File: src/rtl/kcl_unused_placeholder.sv
// intentionally empty design unit list
`default_nettype none
`default_nettype wire

File: src/rtl/kcl_pkg.sv
// constants, types and behaviour summary for the keypad combination lock
// Behaviour
// four stored combinations, up to sixteen hex characters, one picked by two-bit select.
// the select switches choose the combination for every compare and unlock.
// a combination may be shorter; its own terminal count sets entry length.
// keypad pulls its reset line low while the reset key is held.
// keypad reset is buffered into an internal active-low reset for lock state.
// internal reset forces pass true, actuation timer off, character counter zero.
// keypad shows hex code on four data lines with active-low strobe.
// keypad strobe is buffered into an internal active-low strobe.
// while strobe low, compare input with stored character at counter and selection.
// match is high when input equals addressed character, low otherwise.
// on strobe rising edge, load match into pass flop and advance counter.
// a latched mismatch holds pass false and clears the counter.
// while pass is false, comparisons are ignored and no unlock occurs.
// counter advances per good match and stops at the terminal count.
// unlock only at terminal count, strobe low and final character matching.
// a falling unlock starts a 10 second timer that drives the actuator high.
// alarm output when the entry holds more characters than allowed.
// strobe and reset are synchronised and the strobe rise is a single pulse.
// actuation interval counts clock cycles; a new unlock restarts it.
`default_nettype none
package kcl_pkg;

   // ***************************************
   // clock and timing
   // ***************************************
   localparam int unsigned CLK_HZ      = 25_000_000;
   localparam int unsigned ACT_TIME_S  = 10;                  // actuation time in seconds
   localparam int unsigned ACT_CYCLES  = ACT_TIME_S * CLK_HZ; // 250e6 fits 32 bits
   localparam int unsigned TIMER_W     = 28;

   // ***************************************
   // register map (word addresses)
   // ***************************************
   localparam int unsigned ADDR_W      = 7;
   localparam logic [6:0]  REG_STATE   = 7'h00;
   localparam logic [6:0]  REG_IRQ_ST  = 7'h01;
   localparam logic [6:0]  REG_IRQ_MSK = 7'h02;
   localparam logic [6:0]  REG_TERM0   = 7'h04;  // 7'h04..7'h07, one per combination
   localparam logic [6:0]  REG_CHAR0   = 7'h40;  // 7'h40..7'h7F, {combo, index}
   localparam logic [3:0]  TERM_RESET  = 4'hF;
   localparam logic [3:0]  CHAR_RESET  = 4'h0;

   // interrupt bit positions
   localparam int unsigned IRQ_UNLOCK  = 0;
   localparam int unsigned IRQ_FAIL    = 1;
   localparam int unsigned IRQ_ALARM   = 2;
   localparam int unsigned IRQ_W       = 3;

   // ***************************************
   // types
   // ***************************************
   typedef struct packed {
      logic [3:0] data;
      logic       strobe_n;
      logic       reset_n;
      logic       combo_switch_hi;
      logic       combo_switch_lo;
   } kcl_keypad_t;

   typedef struct packed {
      logic [ADDR_W-1:0] addr;
      logic [31:0]       wdata;
      logic              wr;
      logic              rd;
   } kcl_bus_req_t;

endpackage
`default_nettype wire

File: src/rtl/kcl_lock.sv
// keypad combination lock: synchroniser, compare logic, timer, registers
//
// The implementer's own choices: the address-and-strobe port and the register addresses.
`default_nettype none

// ***************************************
// signal flow
// ***************************************
// keypad pins -> three-stage synchroniser -> agreement filter
// filtered strobe low: live compare, unlock may fire
// filtered strobe rise: one-cycle event, steps pass and counter
// unlock fall: loads the actuation timer
// register port: table, terminal counts, status, interrupts
//
// register map, word addresses
// 00      state, read only
//         [3:0] char count, [4] pass, [5] actuator
//         [6] alarm, [7] entry completed
//         [9:8] combination select, [13:10] its terminal count
// 01      interrupt status, write one to clear
//         [0] unlock, [1] mismatch, [2] overlong entry
// 02      interrupt mask, same layout
// 04..07  terminal count per combination, index of last character
// 40..7F  character table, address [5:4] combination, [3:0] position
// irq: high while any unmasked status bit is set
//
// limitations
// strobe pulses under two clocks may be lost in the filter
// table writes during an entry change what the next key compares with
// repeating the final key does not retrigger: completion blocks unlock

module kcl_lock #(
   parameter int unsigned ACT_CYCLES = kcl_pkg::ACT_CYCLES
) (
   input  wire logic                 clk,
   input  wire logic                 reset,
   input  wire kcl_pkg::kcl_keypad_t keypad,
   input  wire kcl_pkg::kcl_bus_req_t bus,
   output logic [31:0]               rd_data,
   output logic                      actuator,
   output logic                      alarm,
   output logic                      irq
);
   import kcl_pkg::*;

   localparam int unsigned SYN_W = $bits(kcl_keypad_t);
   localparam logic [TIMER_W-1:0] ACT_LOAD = TIMER_W'(ACT_CYCLES);

   // ***************************************
   // pin synchroniser
   // ***************************************
   logic [SYN_W-1:0] sync1, sync2, sync3, pin_filt;
   kcl_keypad_t      kp;

   // three stages; a bit moves only once stages two and three agree
   always_ff @(posedge clk) begin
      if (reset) begin
         sync1    <= '1;
         sync2    <= '1;
         sync3    <= '1;
         pin_filt <= '1;
      end else begin
         sync1    <= keypad;
         sync2    <= sync1;
         sync3    <= sync2;
         pin_filt <= (~(sync2 ^ sync3) & sync3) | ((sync2 ^ sync3) & pin_filt);
      end
   end
   assign kp = pin_filt;

   // stage views, read only by the filter check
   kcl_keypad_t      stage2, stage3;
   assign stage2 = sync2;
   assign stage3 = sync3;

   logic       buffered_reset_n, buffered_strobe_n, strobe_prev, strobe_rise;
   logic [1:0] combo_select;
   logic       lock_reset;

   assign buffered_reset_n  = kp.reset_n;
   assign buffered_strobe_n = kp.strobe_n;
   assign combo_select      = {kp.combo_switch_hi, kp.combo_switch_lo};
   assign lock_reset        = reset | ~buffered_reset_n;

   // strobe edge, in the first cycle the filtered level is high
   always_ff @(posedge clk) begin
      if (reset) begin
         strobe_prev <= 1'b1;
      end else begin
         strobe_prev <= buffered_strobe_n;
      end
   end
   assign strobe_rise = buffered_strobe_n & ~strobe_prev;

   // ***************************************
   // combination store and compare
   // ***************************************
   logic [3:0] combo_mem [0:63];
   logic [3:0] term_count [0:3];
   logic [3:0] char_count;
   logic [3:0] sel_term;
   logic       char_match;
   logic       pass;
   logic       completed;
   logic       wr_char, wr_term;

   assign wr_char = bus.wr && bus.addr[6];
   assign wr_term = bus.wr && (bus.addr[6:2] == REG_TERM0[6:2]);

   // stored characters, written by software
   always_ff @(posedge clk) begin
      if (reset) begin
         for (int i = 0; i < 64; i++) begin
            combo_mem[i] <= CHAR_RESET;
         end
      end else if (wr_char) begin
         combo_mem[bus.addr[5:0]] <= bus.wdata[3:0];
      end
   end

   // terminal count per combination: index of its last character
   always_ff @(posedge clk) begin
      if (reset) begin
         for (int i = 0; i < 4; i++) begin
            term_count[i] <= TERM_RESET;
         end
      end else if (wr_term) begin
         term_count[bus.addr[1:0]] <= bus.wdata[3:0];
      end
   end

   assign sel_term   = term_count[combo_select];
   // compare against the character at {selection, count}
   assign char_match = (kp.data == combo_mem[{combo_select, char_count}]);

   // ***************************************
   // pass flop, counter, overflow
   // ***************************************
   logic fail_evt, alarm_evt;

   assign fail_evt  = strobe_rise && pass && !completed && !char_match && !lock_reset;
   assign alarm_evt = strobe_rise && pass && completed && !lock_reset;

   always_ff @(posedge clk) begin
      if (lock_reset) begin
         pass       <= 1'b1;
         char_count <= 4'h0;
         completed  <= 1'b0;
      end else if (strobe_rise && pass) begin
         if (completed) begin
            pass       <= 1'b0;   // extra character spoils the entry
            char_count <= 4'h0;
         end else if (!char_match) begin
            pass       <= 1'b0;
            char_count <= 4'h0;
         end else if (char_count != sel_term) begin
            char_count <= char_count + 4'h1;
         end else begin
            completed  <= 1'b1;
         end
      end
      // pass low: strobes are ignored until the next reset
   end

   // alarm holds until the keypad reset
   always_ff @(posedge clk) begin
      if (lock_reset) begin
         alarm <= 1'b0;
      end else if (alarm_evt) begin
         alarm <= 1'b1;
      end
   end

   // ***************************************
   // unlock and actuation timer
   // ***************************************
   logic               unlock_n, unlock_prev_n, unlock_fall;
   logic [TIMER_W-1:0] timer;

   assign unlock_n = ~(pass && !completed && (char_count == sel_term)
                       && !buffered_strobe_n && char_match);

   always_ff @(posedge clk) begin
      if (lock_reset) begin
         unlock_prev_n <= 1'b1;
      end else begin
         unlock_prev_n <= unlock_n;
      end
   end
   assign unlock_fall = unlock_prev_n & ~unlock_n;

   // counts down; a new unlock reloads the full interval
   always_ff @(posedge clk) begin
      if (lock_reset) begin
         timer    <= '0;
         actuator <= 1'b0;
      end else if (unlock_fall) begin
         timer    <= ACT_LOAD;
         actuator <= 1'b1;
      end else if (timer != '0) begin
         timer    <= timer - TIMER_W'(1);
         actuator <= (timer != TIMER_W'(1));
      end
   end

   // checker helper: cycles of the current actuation run
   logic [TIMER_W-1:0] act_run;

   always_ff @(posedge clk) begin
      if (lock_reset || unlock_fall) begin
         act_run <= '0;
      end else if (actuator) begin
         act_run <= act_run + TIMER_W'(1);
      end
   end

   // ***************************************
   // interrupts and register reads
   // ***************************************
   logic [IRQ_W-1:0] irq_status, irq_mask, irq_set, irq_clr;

   assign irq_set = {alarm_evt, fail_evt, unlock_fall & ~lock_reset};
   assign irq_clr = (bus.wr && bus.addr == REG_IRQ_ST) ? bus.wdata[IRQ_W-1:0] : '0;

   // set wins over a write-one clear in the same cycle
   always_ff @(posedge clk) begin
      if (reset) begin
         irq_status <= '0;
      end else begin
         irq_status <= (irq_status & ~irq_clr) | irq_set;
      end
   end

   always_ff @(posedge clk) begin
      if (reset) begin
         irq_mask <= '0;
      end else if (bus.wr && bus.addr == REG_IRQ_MSK) begin
         irq_mask <= bus.wdata[IRQ_W-1:0];
      end
   end

   assign irq = |(irq_status & irq_mask);

   // read data valid the cycle after the strobe only
   always_ff @(posedge clk) begin
      if (reset || !bus.rd) begin
         rd_data <= 32'h0000_0000;
      end else if (bus.addr[6]) begin
         rd_data <= {28'h0000000, combo_mem[bus.addr[5:0]]};
      end else if (bus.addr[6:2] == REG_TERM0[6:2]) begin
         rd_data <= {28'h0000000, term_count[bus.addr[1:0]]};
      end else if (bus.addr == REG_STATE) begin
         rd_data <= {18'h00000, sel_term, combo_select, completed, alarm,
                     actuator, pass, char_count};
      end else if (bus.addr == REG_IRQ_ST) begin
         rd_data <= {29'h00000000, irq_status};
      end else if (bus.addr == REG_IRQ_MSK) begin
         rd_data <= {29'h00000000, irq_mask};
      end else begin
         rd_data <= 32'h0000_0000;
      end
   end
endmodule
`default_nettype wire

File: config.mk
export PLATFORM = sky130hd
export DESIGN_NAME = kcl_lock
export DESIGN_NICKNAME = d
export VERILOG_FILES = /design/src/rtl/kcl_unused_placeholder.sv /design/src/rtl/kcl_pkg.sv /design/src/rtl/kcl_lock.sv
export SDC_FILE = /design/constraint.sdc
export NUM_CORES = 1
export LEC_CHECK = 0
export ABC_CLOCK_PERIOD_IN_PS = 3440
export BUFFER_PORTS_ARGS = -buffer_cell sky130_fd_sc_hd__buf_4
export CORE_AREA = 10 10 195 197
export DETAILED_ROUTE_END_ITERATION = 12
export DIE_AREA = 0 0 205 207
export GPL_TIMING_DRIVEN = 1
export PLACE_DENSITY = 0.82
export SLEW_MARGIN = 10
export SYNTH_ARGS = -nofsm -noshare
export SYNTH_HDL_FRONTEND = slang
export SYNTH_SLANG_ARGS = --single-unit
File: constraint.sdc
create_clock -name clk -period 3.44 [get_ports clk]
set_input_delay 0.516 -clock clk [delete_from_list [all_inputs] [get_ports clk]]
set_output_delay 0.516 -clock clk [all_outputs]
set_load 0.01 [all_outputs]
==> summary.md <==
| Metric | Value |
|---|---|
| Status | complete, no violations |
| Global Route Usage Sum | 24.0% |
| Number of flops mapped to enable cells by yosys | 272 |
| H-tree depth | 2 |
| YS warnings | 0 |
| Port Buffers | 39 |
| Max Fclk | 308 MHz |
| Wirelength per Cell | 25.2 um |
| Final worst path period need | 3.25 ns |
| Min Hold Slack | 0.156 ns |
| Worst skew pair latency | 0.54 ns |
| Hold Buf Count CTS | 0 |
| Routed Antenna Nets | 0 |
| Critical path required time | 3.84 ns |
| Worst slew pin tran | 0.798 ns |
| Die width | 205 um |
| CTS clock-pin slew for the worst setup and hold paths | 0.07 ns |
| Sink Count | 362 |
| Crit-path max FO | 15 |
| Worst EP arrival | 3.65 ns |
| Slew Viols, Final | 0 |
| XOR/XNOR share of the synthesized area | 1.62% |
| Post-Synth Adder-Cell Area | 0.264% |
| Clock root cell | clkbuf_16 |
| PD cells | 517 mW/mm^2 |
| Vias/cell | 6.53 |
| CTS Buf Count | 37 |
| Cell variety after synth | 62 |
| Area contributors post-synth | edfxtp_1 (43%), mux4_2 (15%), dfxtp_1 (9.5%), and2_1 (8.6%), mux2i_1 (3.5%) |
| Synth area leader | edfxtp_1 |
| Compound-cell area share of the yosys netlist | 5.38% |
| # setup viols final | 0 |
| Std-Cell Rows | 68 |
| Critical Path End Type | flop |
| Sequential element share of the synthesized area | 52.6% |
| Synthesized flop and latch total | 362 |
| Max-cap violations | 0 |
| Reg2Reg Depth | 12 |
| Leak | 7.43 nW |
| Reg-to-reg slack, setup | 0.19 ns |
| Core box area | 0.0341 mm^2 |
| Die height | 207 um |
| Multiplexer share of the synthesized area | 19.2% |
| Die area | 0.0424 mm^2 |
| Number of iterations in the first detailed-routing pass | 6 |
| Share of cells above drive strength 1 | 24.0% |
| CP Launch Point | char_count[0] |
| WHS Endpoint | sync1[3] |
| Top cell type's share of synthesized area | 43.1% |
| Hold Fails Final Rpt | 0 |
| Dpl hpwl | 34.8 mm |
| Synth Area in Simple Gates | 17.1% |
| CP startpoint kind | flop |
| Total routed wirelength | 51.8 mm |
| Synth Cell Area | 0.0190 mm^2 |
| Ports | 86 |
| Asr flop ratio synth | 0% |
| Core Util, Final | 62.6% |
| Hold Path Cell Cnt | 2 |
| Maximum vdd drop | 647 uV |
| R2R Path End | timer[4] |
| Relative slew slack | 46.8% |
| Diodes inserted | 0 |
| First-pass GRT wire length | 79.3 mm |
| Pin count of the biggest net entering global routing | 68 |
| Number of global-route vias before repair | 13600 |
| Ys flop type | edfxtp_1 |
| Final net count | 1628 |
| WS Path Type | reg -> reg |
| Worst Hold Class | in -> reg |
| DRC errors left | 0 |
| CTS tree | yes |
| Syn avg cell area | 12.6 um^2 |
| GPL Wtd Cong | 0.940 |
| Via count | 13400 |
| Ratio of final minimum period to clock period | 94.5% |
| Initial DRC count | 1755 |
| RSZ-0062 raised after global routing | false |
| Initial antenna violation count | 0 |
| Skew final | 0.0104 ns |
| Setup TNS | 0 ns |
| Largest family of logic cells by synthesized area | multiplexers |
| Starting Density | 55.5% |
| Reg2reg start | char_count[0] |
| Congestion Overflow GR | 0 |
| Syn-to-layout area delta | 12.7% |
| CTS max path bufs | 3 |
| Cell count after synthesis | 1510 |
| Hold Startpoint | keypad[3] |
| Count leader, synth | edfxtp_1 |
| Commonest cells post-synth | edfxtp_1 (272), and2_1 (259), mux4_2 (127) |
-- what timing repair did --
item | CTS | global route
hold endpoints to repair | 0 | 0
resized for setup | 0 | 3
buffers inserted | 0 | 3
setup endpoints to repair | 0 | 29
-- flip-flops by register name, summed over array words and instances, names as in the netlist, 3 cells and up, named ones only --
| name | cells |
|---|---|
| irq_status | 3 |
| timer | 28 |
| char_count | 4 |
| sync1 | 8 |
| term_count | 16 |
| rd_data | 14 |
| stage2 | 8 |
| irq_mask | 3 |
| combo_mem | 256 |
| stage3 | 8 |
-- cells in the final DEF (no fill, tap or decap), types with 3 or more instances in the layout --
master,instances
nor3_1,30
a21o_1,3
mux2i_1,67
nor2b_1,16
and2_1,259
or2_2,33
nand2_1,63
nand3b_1,6
nand4_1,4
clkinv_1,3
o21ai_0,74
a22oi_1,19
clkinv_2,10
nand3_1,21
nor2_1,107
o22ai_1,5
conb_1,18
dfxtp_1,87
a2111oi_0,5
mux4_2,127
xor2_1,11
or3_1,11
or4_1,4
a211oi_1,3
a31oi_1,4
mux2_2,8
edfxtp_1,272
inv_1,12
nand2b_1,7
a222oi_1,4
buf_12,10
and3_1,15
ha_1,4
nor4_1,7
a21oi_1,27
xnor2_1,24
buf_4,134
clkbuf_16,41
-- worst max-delay path, stage by stage, from the launching register on --
cell and delay, ns:
dfxtp_4 0.50, buf_12 0.17, mux4_1 0.61, mux2i_1 0.27, or3_1 0.16, and4_1 0.25
and3b_1 0.17, o211a_1 0.18, nand3_2 0.09, buf_4 0.19, nor3_2 0.17, buf_4 0.25
a211oi_1 0.08
-- metal layers --
metal	global-route usage, %	wire (um)
met1	30.1	17800
met2	37.8	24400
met3	5.98	6480
met4	13.0	3010
met5	0	0
-- cell type report --
class                      count  area (um^2)
clock buffer                  44         1050
sequential                   362         9980
tap                          455          569
timing repair buffer         144         1210
multi-input combinational   1015         8350
clock inverter                20          164
inverter                      13         48.8
fill                        2411        12800
-- metrics by stage --
stage               setup WS [ns]  area [um^2]  std cells  total power, mW
global route               0.0115        21400       2053             11.4
floorplan                   0.166        19000       1527             6.54
detailed placement          0.224        20100       1986             7.03
global placement            0.227        20100       1986             6.94
CTS                         0.183        21300       2050             11.0
finish                      0.190        21400       2053             11.0
-- how the worst max path moves through the flow --
stage / end / cells after the start
floorplan: rd_data[1] / 7
global placement: timer[1] / 12
detailed placement: timer[1] / 12
CTS: timer[1] / 12
global route: timer[1] / 13
finish: timer[4] / 12
-- where the power goes --
part           total, mW  switching, mW  internal [mW]
Sequential          5.30          0.267           5.03
Combinational       1.70          0.943          0.760
Clock               4.04           1.71           2.33
Total               11.0           2.92           8.12
-- logic make-up (layout without fill, tap and decap cells) --
logic type	count (synthesis)	after routing
xor+xnor	35	35
other cells	1	18
buf+inv	150	221
flops	362	362
simple gates	592	592
fa+ha+maj	4	4
compound gates	163	163
mux	203	203
No activity file was read; power rests on OpenSTA's default activity.
